## config.mk

```make
export PLATFORM = sky130hd
export DESIGN_NAME = adcm_chan_cfg
export DESIGN_NICKNAME = d
export VERILOG_FILES = /design/src/adcm_pkg.sv /design/src/adcm_prof_if.sv /design/src/adcm_decim_ctr.sv /design/src/adcm_chan_cfg.sv
export VERILOG_INCLUDE_DIRS = /design/src
export SDC_FILE = /design/constraint.sdc
export NUM_CORES = 1
export LEC_CHECK = 0
export BUFFER_PORTS_ARGS = -buffer_cell sky130_fd_sc_hd__buf_2
export CAP_MARGIN = 5
export CORE_UTILIZATION = 40
export DETAILED_ROUTE_END_ITERATION = 7
export PLACE_DENSITY = 0.76
export RECOVER_POWER = 25
export SLEW_MARGIN = 20
export SYNTH_ARGS = -nofsm -noshare
export SYNTH_HDL_FRONTEND = slang
export SYNTH_SLANG_ARGS = --single-unit
```

## constraint.sdc

```tcl
create_clock -name clk -period 5.57 [get_ports clk]
set_input_delay 0.557 -clock clk [delete_from_list [all_inputs] [get_ports clk]]
set_output_delay 0.557 -clock clk [all_outputs]
set_load 0.005 [all_outputs]
```

## src/adcm_defines.svh

```systemverilog
// Register offsets, field positions, reset values and decimation constants
// for the channel standby and mode profile register bank.
// Assumes it is included by bare name from design files.
`ifndef ADCM_DEFINES_SVH
`define ADCM_DEFINES_SVH

// ************************************************************
// Register offsets
// ************************************************************
`define ADCM_OFS_STANDBY     8'h00
`define ADCM_OFS_PROFILE_A   8'h01
`define ADCM_OFS_PROFILE_B   8'h02
`define ADCM_OFS_PROFILE_SEL 8'h03

// ************************************************************
// Reset values
// ************************************************************
`define ADCM_RST_STANDBY     8'h00
`define ADCM_RST_PROFILE     8'h0d
`define ADCM_RST_PROFILE_SEL 8'h00

// ************************************************************
// Field positions and masks
// ************************************************************
`define ADCM_STANDBY_MASK    8'h0f
`define ADCM_PROFILE_MASK    8'h0f
`define ADCM_SEL_MASK        8'h33
`define ADCM_FILT_BIT        3
`define ADCM_DECIM_MSB       2
`define ADCM_SEL_CH0         0
`define ADCM_SEL_CH1         1
`define ADCM_SEL_CH2         4
`define ADCM_SEL_CH3         5
`define ADCM_HDR_REPEAT_BIT  6

// ************************************************************
// Decimation
// ************************************************************
`define ADCM_DECIM_BASE      11'h020
`define ADCM_DECIM_MAX_CODE  3'h5

`endif

```

## src/adcm_pkg.sv

```systemverilog
// Types shared by the channel mode configuration block.
// Assumes adcm_defines.svh is on the include path.
package adcm_pkg;
    typedef logic [2:0] adcm_decim_code_t;
    typedef logic [9:0] adcm_decim_cnt_t;
    typedef enum logic {
        ADCM_FILT_WIDEBAND = 1'b0,
        ADCM_FILT_SINC5    = 1'b1
    } adcm_filter_t;
endpackage

```

## src/adcm_prof_if.sv

```systemverilog
// Carrier between the register bank and one profile decimation counter.
// Assumes both ends run on the same clock.
`timescale 1ns/100ps
interface adcm_prof_if;
    import adcm_pkg::*;
    adcm_decim_code_t code;
    logic             restart;
    logic             tick;
    logic             wrap;
    modport ctl (output code, output restart, output tick, input wrap);
    modport ctr (input code, input restart, input tick, output wrap);
endinterface

```

## src/adcm_decim_ctr.sv

```systemverilog
// Output-rate counter for one mode profile: counts modulator ticks and
// pulses wrap once per decimated output sample.
// Assumes tick is a one-cycle enable on clk.
`timescale 1ns/100ps
`include "adcm_defines.svh"
module adcm_decim_ctr (
    input  wire logic clk,
    input  wire logic resetn,
    adcm_prof_if.ctr  prof
);
    import adcm_pkg::*;

    adcm_decim_code_t code_eff;
    adcm_decim_cnt_t  cnt_lim;
    adcm_decim_cnt_t  cnt_r;
    adcm_decim_cnt_t  cnt_nxt;
    logic             last;

    // Codes above the top step all run at the slowest ratio
    assign code_eff = (prof.code > `ADCM_DECIM_MAX_CODE) ? `ADCM_DECIM_MAX_CODE : prof.code;
    assign cnt_lim  = 10'((`ADCM_DECIM_BASE << code_eff) - 11'h001);
    assign last     = (cnt_r == cnt_lim);
    assign cnt_nxt  = prof.restart ? 10'h000 :
                      (prof.tick ? (last ? 10'h000 : cnt_r + 10'h001) : cnt_r);
    assign prof.wrap = prof.tick && last && !prof.restart;

    always_ff @(posedge clk or negedge resetn) begin
        if (!resetn) begin
            cnt_r <= 10'h000;
        end else begin
            cnt_r <= cnt_nxt;
        end
    end
endmodule

```

## src/adcm_chan_cfg.sv

```systemverilog
// Channel standby and mode profile register bank with its output-frame
// side effects: standby slots, repeated-data marking and data-ready rate.
// Assumes register writes and reads arrive from the serial control port
// decoder on clk, and mod_tick and conv_result come from logic on clk.
//
// Contract
// - One standby bit per channel in bits 3..0; 1 is standby.
// - Standby channel keeps its slot: zero header and zero 24-bit result.
// - Channel 0 standby also disables the common-mode voltage output.
// - Channel 2 standby also disables the crystal excitation circuit.
// - Two profiles: bit 3 filter select, bits 2..0 decimation code.
// - Codes 0..4 give x32..x512; codes 5..7 give x1024.
// - Select bits 0,1,4,5 map channels 0..3 to profile A or B.
// - Data-ready follows the faster of the selected output rates.
// - Slower channels show zero data with repeated-data bit between results.
// - Profiles reset to 0x0d; standby and select reset to 0x00.
`timescale 1ns/100ps
`include "adcm_defines.svh"
module adcm_chan_cfg #(
    parameter int NCH = 4
) (
    input  wire logic                  clk,
    input  wire logic                  resetn,
    input  wire logic                  reg_wr,
    input  wire logic                  reg_rd,
    input  wire logic [7:0]            reg_addr,
    input  wire logic [7:0]            reg_wdata,
    output logic [7:0]                 reg_rdata,
    input  wire logic                  mod_tick,
    input  wire logic [NCH*24-1:0]     conv_result,
    output logic                       data_ready,
    output logic [NCH*8-1:0]           frame_hdr,
    output logic [NCH*24-1:0]          frame_data,
    output logic [NCH-1:0]             chan_enable,
    output logic [NCH-1:0]             chan_filter_sinc5,
    output logic                       common_mode_out_en,
    output logic                       xtal_exc_en
);
    import adcm_pkg::*;

    // ************************************************************
    // Registers
    // ************************************************************
    logic [7:0] channel_standby_r;
    logic [7:0] profile_a_config_r;
    logic [7:0] profile_b_config_r;
    logic [7:0] profile_select_r;
    logic [7:0] reg_rdata_r;
    logic [7:0] rd_mux;

    logic wr_standby;
    logic wr_prof_a;
    logic wr_prof_b;
    logic wr_sel;

    assign wr_standby = reg_wr && (reg_addr == `ADCM_OFS_STANDBY);
    assign wr_prof_a  = reg_wr && (reg_addr == `ADCM_OFS_PROFILE_A);
    assign wr_prof_b  = reg_wr && (reg_addr == `ADCM_OFS_PROFILE_B);
    assign wr_sel     = reg_wr && (reg_addr == `ADCM_OFS_PROFILE_SEL);

    // Undefined bits are never stored, so they read back as zero
    always_ff @(posedge clk or negedge resetn) begin
        if (!resetn) begin
            channel_standby_r  <= `ADCM_RST_STANDBY;
            profile_a_config_r <= `ADCM_RST_PROFILE;
            profile_b_config_r <= `ADCM_RST_PROFILE;
            profile_select_r   <= `ADCM_RST_PROFILE_SEL;
        end else begin
            if (wr_standby) begin
                channel_standby_r <= reg_wdata & `ADCM_STANDBY_MASK;
            end
            if (wr_prof_a) begin
                profile_a_config_r <= reg_wdata & `ADCM_PROFILE_MASK;
            end
            if (wr_prof_b) begin
                profile_b_config_r <= reg_wdata & `ADCM_PROFILE_MASK;
            end
            if (wr_sel) begin
                profile_select_r <= reg_wdata & `ADCM_SEL_MASK;
            end
        end
    end

    assign rd_mux = (reg_addr == `ADCM_OFS_STANDBY)     ? channel_standby_r  :
                    (reg_addr == `ADCM_OFS_PROFILE_A)   ? profile_a_config_r :
                    (reg_addr == `ADCM_OFS_PROFILE_B)   ? profile_b_config_r :
                    (reg_addr == `ADCM_OFS_PROFILE_SEL) ? profile_select_r   : 8'h00;

    always_ff @(posedge clk or negedge resetn) begin
        if (!resetn) begin
            reg_rdata_r <= 8'h00;
        end else if (reg_rd) begin
            reg_rdata_r <= rd_mux;
        end
    end
    assign reg_rdata = reg_rdata_r;

    // ************************************************************
    // Profile rate counters
    // ************************************************************
    // Any profile write restarts both counters so the two output rates
    // stay phase aligned and slow samples land on fast frame boundaries.
    adcm_prof_if prof_a ();
    adcm_prof_if prof_b ();
    logic restart;
    assign restart = wr_prof_a || wr_prof_b || wr_sel;

    assign prof_a.code    = profile_a_config_r[`ADCM_DECIM_MSB:0];
    assign prof_a.restart = restart;
    assign prof_a.tick    = mod_tick;
    assign prof_b.code    = profile_b_config_r[`ADCM_DECIM_MSB:0];
    assign prof_b.restart = restart;
    assign prof_b.tick    = mod_tick;

    adcm_decim_ctr u_ctr_a (
        .clk    (clk),
        .resetn (resetn),
        .prof   (prof_a)
    );
    adcm_decim_ctr u_ctr_b (
        .clk    (clk),
        .resetn (resetn),
        .prof   (prof_b)
    );

    // ************************************************************
    // Frame rate selection
    // ************************************************************
    logic [NCH-1:0] sel_b;
    logic           a_used;
    logic           b_used;
    logic [2:0]     eff_a;
    logic [2:0]     eff_b;
    logic           fast_is_a;
    logic           frame_tick;

    assign sel_b = {profile_select_r[`ADCM_SEL_CH3], profile_select_r[`ADCM_SEL_CH2],
                    profile_select_r[`ADCM_SEL_CH1], profile_select_r[`ADCM_SEL_CH0]};
    assign a_used = ~&sel_b;
    assign b_used = |sel_b;
    assign eff_a  = (prof_a.code > `ADCM_DECIM_MAX_CODE) ? `ADCM_DECIM_MAX_CODE : prof_a.code;
    assign eff_b  = (prof_b.code > `ADCM_DECIM_MAX_CODE) ? `ADCM_DECIM_MAX_CODE : prof_b.code;
    // Smaller code means fewer ticks per result, so a faster rate
    assign fast_is_a  = a_used && (!b_used || (eff_a <= eff_b));
    assign frame_tick = fast_is_a ? prof_a.wrap : prof_b.wrap;

    // ************************************************************
    // Per-channel frame slots
    // ************************************************************
    logic [NCH*8-1:0]  hdr_nxt;
    logic [NCH*24-1:0] data_nxt;
    logic [NCH*8-1:0]  frame_hdr_r;
    logic [NCH*24-1:0] frame_data_r;
    logic [NCH-1:0]    filt_nxt;
    logic              data_ready_r;

    genvar g;
    generate
        for (g = 0; g < NCH; g++) begin : g_ch
            logic       stby;
            logic       fresh;
            logic [7:0] prof;
            assign stby  = channel_standby_r[g];
            assign prof  = sel_b[g] ? profile_b_config_r : profile_a_config_r;
            assign fresh = sel_b[g] ? prof_b.wrap : prof_a.wrap;
            assign filt_nxt[g] = prof[`ADCM_FILT_BIT];
            // Header: repeat flag, channel number, filter, decimation code
            assign hdr_nxt[g*8 +: 8] = stby ? 8'h00 :
                {1'b0, !fresh, 2'(g), prof[3:0]};
            assign data_nxt[g*24 +: 24] = (stby || !fresh) ? 24'h000000 :
                                          conv_result[g*24 +: 24];
        end
    endgenerate

    always_ff @(posedge clk or negedge resetn) begin
        if (!resetn) begin
            frame_hdr_r  <= '0;
            frame_data_r <= '0;
            data_ready_r <= 1'b0;
        end else begin
            data_ready_r <= frame_tick;
            if (frame_tick) begin
                frame_hdr_r  <= hdr_nxt;
                frame_data_r <= data_nxt;
            end
        end
    end
    assign data_ready = data_ready_r;
    assign frame_hdr  = frame_hdr_r;
    assign frame_data = frame_data_r;

    // ************************************************************
    // Analog enables
    // ************************************************************
    logic [NCH-1:0] chan_enable_r;
    logic [NCH-1:0] chan_filter_r;
    logic           cm_en_r;
    logic           xtal_en_r;

    // Host must keep channels 0 and 2 up while it relies on these outputs
    always_ff @(posedge clk or negedge resetn) begin
        if (!resetn) begin
            chan_enable_r <= '1;
            chan_filter_r <= '1;
            cm_en_r       <= 1'b1;
            xtal_en_r     <= 1'b1;
        end else begin
            chan_enable_r <= ~channel_standby_r[NCH-1:0];
            chan_filter_r <= filt_nxt;
            cm_en_r       <= !channel_standby_r[0];
            xtal_en_r     <= !channel_standby_r[2];
        end
    end
    assign chan_enable        = chan_enable_r;
    assign chan_filter_sinc5  = chan_filter_r;
    assign common_mode_out_en = cm_en_r;
    assign xtal_exc_en        = xtal_en_r;
endmodule

```

# Yosys cells after proc, flatten, opt, wreduce, memory -nomap -nowiden
# Index checks and enable logic that the tools add are counted.
[totals] word_cells=87 in_bits=117 ff_bits=183 out_inout_bits=147
[classes] bitwise_logic=1 n_mux=29 n_reduce_logical=29 n_addsub=4 shifts=2 eq_ne=5 order_cmp=3
[ops] operator="24-bit 2-to-1 mux" n=4
[ops] operator="10-bit 2-to-1 mux" n=6
[ops] operator="7-bit 2-to-1 mux" n=4
[ops] operator="6-bit 2-to-1 mux" n=4
[ops] operator="10-bit by 1-bit adder with 10-bit output (second input constant)" n=2
[ops] operator="10-bit equality test" n=2
[ops] operator="6-bit by 3-bit << shifter with 10-bit output (first input constant)" n=2
[ops] operator="10-bit by 1-bit subtractor with 10-bit output (second input constant)" n=2
[ops] operator="8-bit by 2-bit equality test with 1-bit output (second input constant)" n=2
[ops] operator="4-bit 2-to-1 mux" n=4
[ops] operator="1-bit logical AND" n=9
[ops] operator="1-bit logical NOT" n=9
[ops] operator="8-bit by 1-bit equality test with 1-bit output (second input constant)" n=1
[ops] operator="8-bit logical NOT" n=1
[ops] operator="1-bit logical OR" n=7
[ops] operator="3-bit > comparator (second input constant)" n=2
[ops] operator="3-bit 2-to-1 mux" n=2
[ops] operator="1-bit 2-to-1 mux" n=5
[ops] operator="4-bit NOT" n=1
[ops] operator="4-bit AND reduction" n=1
[ops] operator="4-bit OR reduction" n=1
[ops] operator="3-bit <= comparator" n=1
[ops] operator="2-bit nonzero test" n=1

# Depth between registers and ports, before layout
[depth] ltp_word=11 mapped_depth=13 depth_no_buf=9

# By module
# Synthesis repeated with hierarchy kept, for this count alone.
[hier_totals] hier_cells=848 area_unflattened_um2=8199.1
[by_module_without_submodules] mod="adcm_chan_cfg" instances=1 cells_each=672 area_per_inst_um2=6670.1
[by_module_without_submodules] mod="adcm_decim_ctr" instances=2 cells_each=88 area_per_inst_um2=764.5

# Worst setup path after synthesis
# OpenSTA, ideal clock, no wires.
[synth_timing] path_type="reg2reg" from="register profile_b_config_r[2]" to="register frame_data_r[0] (netlist: frame_data[0])" n_path_buf=4 t_required_ps=5475 slack_ps=2489 setup_time_ps=95 synth_period_minus_slack_ps=3081 path_stages_with_launch=14 arrival_ps=2986 path_cell_list="dfstp_2 clkbuf_1 clkbuf_1 inv_1 nand3b_1 ha_1 xor2_1 o2111ai_1 a21oi_1 mux2i_1 or2_1 buf_6 buf_6 o31ai_1"
[synth_between] elab_chain_len=11 word_cells_on_any_way=15 classes_between="1 x add/sub; 2 x order compare; 1 x eq/ne; 1 x shift; 4 x mux; 6 x reduce/logical"
[synth_lines] item="from (decl)" line_no="adcm_chan_cfg.sv:46" source="logic [7:0] profile_b_config_r;"
[synth_lines] item="from (signal assigned)" line_no="adcm_chan_cfg.sv:66" source="profile_b_config_r <= `ADCM_RST_PROFILE;"
[synth_lines] item="from (signal assigned)" line_no="adcm_chan_cfg.sv:76" source="profile_b_config_r <= reg_wdata & `ADCM_PROFILE_MASK;"
[synth_lines] item="3-bit > comparator (no line)"
[synth_lines] item="3-bit 2-to-1 mux *" line_no="adcm_decim_ctr.sv:20, adcm_chan_cfg.sv:142"
[synth_lines] item="6-bit by 3-bit << shifter with 10-bit output (no line)"
[synth_lines] item="10-bit by 1-bit subtractor with 10-bit output" line_no="adcm_decim_ctr.sv:21" source="assign cnt_lim = 10'((`ADCM_DECIM_BASE << code_eff) - 11'h001);"
[synth_lines] item="10-bit equality test" line_no="adcm_decim_ctr.sv:22" source="assign last = (cnt_r == cnt_lim);"
[synth_lines] item="1-bit logical AND (2 in series)" line_no="adcm_decim_ctr.sv:25" source="assign prof.wrap = prof.tick && last && !prof.restart;"
[synth_lines] item="1-bit 2-to-1 mux" line_no="adcm_chan_cfg.sv:165" source="assign fresh = sel_b[g] ? prof_b.wrap : prof_a.wrap;"
[synth_lines] item="1-bit logical NOT" line_no="adcm_chan_cfg.sv:170" source="assign data_nxt[g*24 +: 24] = (stby || !fresh) ? 24'h000000 :"
[synth_lines] item="1-bit logical OR" line_no="adcm_chan_cfg.sv:170"
[synth_lines] item="24-bit 2-to-1 mux" line_no="adcm_chan_cfg.sv:170"
[synth_lines] item="to (signal assigned)" line_no="adcm_chan_cfg.sv:184" source="frame_data_r <= data_nxt;"
[synth_lines] item="to (decl)" line_no="adcm_chan_cfg.sv:153" source="logic [NCH*24-1:0] frame_data_r;"
# Mark *: on every way between the ends. The rest lies on a longest branch, timed or not.
# A chain may end at the register's enable or synchronous reset.

# Final worst setup path
[layout_timing] from="register profile_b_config_r[1]" to="register frame_data_r[77] (netlist: frame_data[77])"
# Same word-level chain as after synthesis.

==> parameters.txt <==
Parameter                              Value

Status
  Result of the run ... complete, but fails checks
  Violated checks ... max-capacitance violations, max-slew violations

Clock tree
  CTS tree ... yes
  Max H-tree Level ... 4
  TritonCTS Buffers ... 17
  Root Buffer Master ... clkbuf_16
  Worst-Skew Late Latency ... roughly 0.42 ns
  Total setup buffers inserted after CTS ... 0
  Clock-pin slew reported for the worst setup and hold paths after clock tree synthesis ... 0.07 ns
  PostCTS Resize Cnt ... 0
  Cts hold-fix bufs ... 0
  CTS sink cnt ... 170
  Longest Clk Path Bufs ... 2

Logic synthesis
  Basic-gate share of the synthesized area counting and, or, nand and nor cells ... between 7 and 8%
  Average size of a mapped cell ... between 9 and 10 sq um
  Share of synthesized area spent on multiplexers ... approximately 5.5%
  Post-synth top area share ... 47.7%
  Share of flip-flops with an asynchronous set or reset ... 100%
  Warnings from Yosys ... 0
  Distinct cells, synth ... 50
  Adder-cell area share of the yosys netlist ... 1.07%
  Gate count after technology mapping ... between 800 and 900
  Synthesized cell area ... 0.00818 sq mm
  Register bit total from synthesis ... between 150 and 200
  Cell types with the largest area share after synthesis ... dfrtp_1, o21ai_0, o31ai_1
  Area fraction in compound gates after synthesis ... a little over a fifth
  Sequential area share after synthesis ... 52.2%
  Top_reg_cell synth ... dfrtp_1
  XOR/XNOR share of the synthesized area ... 2.03%
  Combinational family with the most area after synthesis ... compound AO/OA/AOI/OAI gates
  EDFF count, synth ... 0
  Library cell with the largest summed area after synthesis ... dfrtp_1

Drt
  Remaining number of nets flagged by the antenna check after routing ... 0
  Detailed-route via count ... between 6,000 and 7,000
  1st-iter DRT viols ... ~400
  First-pass iteration count of the detailed router ... 6
  Avg Vias per Cell ... approximately 5.3
  Final routed wirelength across all metal layers ... approximately 22,000 um
  Mean routed wirelength per cell ... 16.6 um
  Final routed DRC violation total ... 0

Critical path
  Critical Setup Path Class ... reg2reg
  Capturing element type of the critical path ... flip-flop
  CP Launch Type ... flip-flop
  Arrival time at the worst endpoint ... 4.04 ns
  Critical path fanouts, max ... 70
  Cell family with most CP delay ... compound AO/OA/AOI/OAI gates
  Slowest stage cell, crit path ... a21oi_1
  Buffers & Inverters on Critical Path ... 1
  Required time reported for the critical path endpoint ... 5.88 ns
  Worst path cell trace ... nor2_1 > nand2_1 > ha_1 > xnor2_1 > o2111ai_1 > a21oi_1 > mux2i_4 > or2_4 > buf_12 > o31ai_1
  Highest cell delay on the worst timing path ... 0.68 ns

Cells and area
  Share of cells above drive strength 1 ... 31.8%
  Diode count ... 0
  Number of filler cells placed in the layout ... ~1,800
  Layout-stage area growth over the synthesis result ... 22.4%
  Final Net Count ... ~1,200

Pwr
  Maximum ir drop on the vdd rail ... 0.196 mV
  Overall power consumption ... 2.78 mW
  LEAKAGE ... about 5.0 nW
  Power per cell area ... 277 mW/mm^2

STA
  Finish-stage setup viols ... 0
  Setup clock skew after layout ... between 0.01 and 0.015 ns
  Number of max-slew violations in the final report ... 119
  Setup TNS ... 0 ns
  Maximum achievable frequency ... about 270 MHz
  Hold Violations, Final ... 0
  Transition time of the tightest slew-check pin ... ~2.6 ns
  Post-route minimum period ... between 3 and 4 ns
  Worst relative slew slack ... -74.1%
  RSZ-0062 raised after global routing ... false
  Final period util ... roughly two thirds

Floorplanning
  Total die area ... between 0.02 and 0.025 sq mm
  Initial core utilization ... between 40% and 50%
  Die extent in y ... around 150 um
  Row Count ... 51
  CORE AREA ... 0.0198 sq mm
  Count of pins on the block boundary ... roughly 260
  Chip Width ... 145 um

Hold path
  Worst Hold Class ... in2reg

GRT
  Grt ovf ... 0
  Met3 Usage GRT ... under 10%
  Met1 routing resource usage after global routing ... 27.6%
  Global-route wire length before repair ... approximately 36,000 um
  Met2 usage in global routing ... between 30% and 40%
  GR peak layer ... met2
  Global routing usage summed across all routing layers ... about a fifth
  Initial antenna violation count ... 0
  Vias in the first global route ... 6,789
  Pin count of the biggest net entering global routing ... 92

Flow run
  Reported max-cap violation count ... 2

Place
  I/O Buffers ... 251
  HPWL reported at the end of detailed placement ... between 10,000 and 15,000 um
  Gpl congestion ... approximately 0.8
==> synth_stat cells, types with 14 or more instances <==
| cell type | count |
|---|---|
| dfrtp_1 | 156 |
| o21ai_1 | 29 |
| mux2_2 | 17 |
| clkbuf_1 | 50 |
| mux2i_1 | 21 |
| inv_1 | 86 |
| dfstp_2 | 14 |
| o21ai_0 | 141 |
| nand3_1 | 37 |
| buf_4 | 15 |
| nor2_1 | 23 |
| nand2_1 | 25 |
| o31ai_1 | 86 |
==> per-layer routing <==
metal / vias up / part of all wire [%] / wire, um
li1: 3289 / - / -
met1: 3340 / 44 / 9480
met2: 269 / 48 / 10400
met3: 34 / 6.0 / 1290
met4: 0 / 2.2 / 478
met5: - / 0 / 0
==> metrics by stage <==
| step | hold WS, ns | cells | setup slack (ns) | instance area (sq um) | util [%] |
|---|---|---|---|---|---|
| floorplan | 0.261 | 832 | 2.49 | 8220 | - |
| global placement | 0.468 | 1273 | 1.64 | 9460 | 47.8 |
| detailed placement | 0.481 | 1273 | 1.57 | 9460 | 47.8 |
| CTS | 0.0643 | 1305 | 1.86 | 10000 | 50.6 |
| global route | 0.344 | 1305 | 1.17 | 10000 | 50.6 |
| finish | 0.358 | 1305 | 1.84 | 10000 | 50.6 |
==> layout by cell type (no fill, tap or decap), drive strengths merged, types with 4 or more instances in the layout <==
| cell | n |
|---|---|
| clkbuf | 23 |
| a21oi | 5 |
| xnor2 | 9 |
| clkinv | 7 |
| nand2b | 5 |
| inv | 90 |
| nand2 | 25 |
| nand4 | 4 |
| nand3 | 37 |
| buf | 257 |
| ha | 7 |
| o22ai | 4 |
| mux2 | 17 |
| dfrtp | 156 |
| o21ai | 170 |
| dfstp | 14 |
| conb | 10 |
| nor2 | 23 |
| mux2i | 21 |
| nor3 | 7 |
| o31ai | 90 |
| and3 | 6 |
| xor2 | 10 |
==> where the power goes <==
group	switching (mW)	internal, mW
logic	0.159	0.126
registers	0.0741	1.30
clock network	0.521	0.597
total	0.754	2.02
==> path summary, 6_finish.rpt <==
path | from | endpoint | slack, ns | cells after the start
worst max-delay path | profile_b_config_r[1]$_DFFE_PN0P_ | frame_data[77]$_DFFE_PN0P_ | 1.84 | 10
worst min-delay path | reg_wdata[4] | profile_select_r[4]$_DFFE_PN0P_ | 0.36 | 2
worst max register to register | profile_b_config_r[1]$_DFFE_PN0P_ | frame_data[77]$_DFFE_PN0P_ | 1.84 | 10
worst min register to register | frame_data[10]$_DFFE_PN0P_ | frame_data[10]$_DFFE_PN0P_ | 0.49 | 2
max in group asynchronous | resetn | frame_data[26]$_DFFE_PN0P_ | 1.89 | 2
min in group asynchronous | resetn | reg_rdata[0]$_DFFE_PN0P_ | 0.93 | 1
==> cell families after synthesis <==
| family | Yosys count |
|---|---|
| compound gates | 290 |
| flops | 170 |
| mux | 40 |
| buf+inv | 170 |
| simple gates | 126 |
| xor+xnor | 19 |
| fa+ha+maj | 7 |
| other cells | 1 |
==> area by class of cell <==
class                   count  area, sq um  share of cell area (%)
clock inverters            12          109                    1.09
multi-input cells         492         3200                    32.0
clock buffers              20          447                    4.46
flip-flops and latches    170         4270                    42.7
inverters                  86          323                    3.22
repair buffers            260         1330                    13.3
well taps                 265          332                    3.31
==> state kept, by name, indices dropped and copies added (netlist names) <==
register	cells
u_ctr_b.cnt_r	10
channel_standby_r	4
chan_filter_sinc5	4
data_ready	1
u_ctr_a.cnt_r	10
profile_b_config_r	4
reg_rdata	6
chan_enable	4
profile_select_r	4
frame_data	96
profile_a_config_r	4
frame_hdr	23
(Power assumes the default switching activity.)
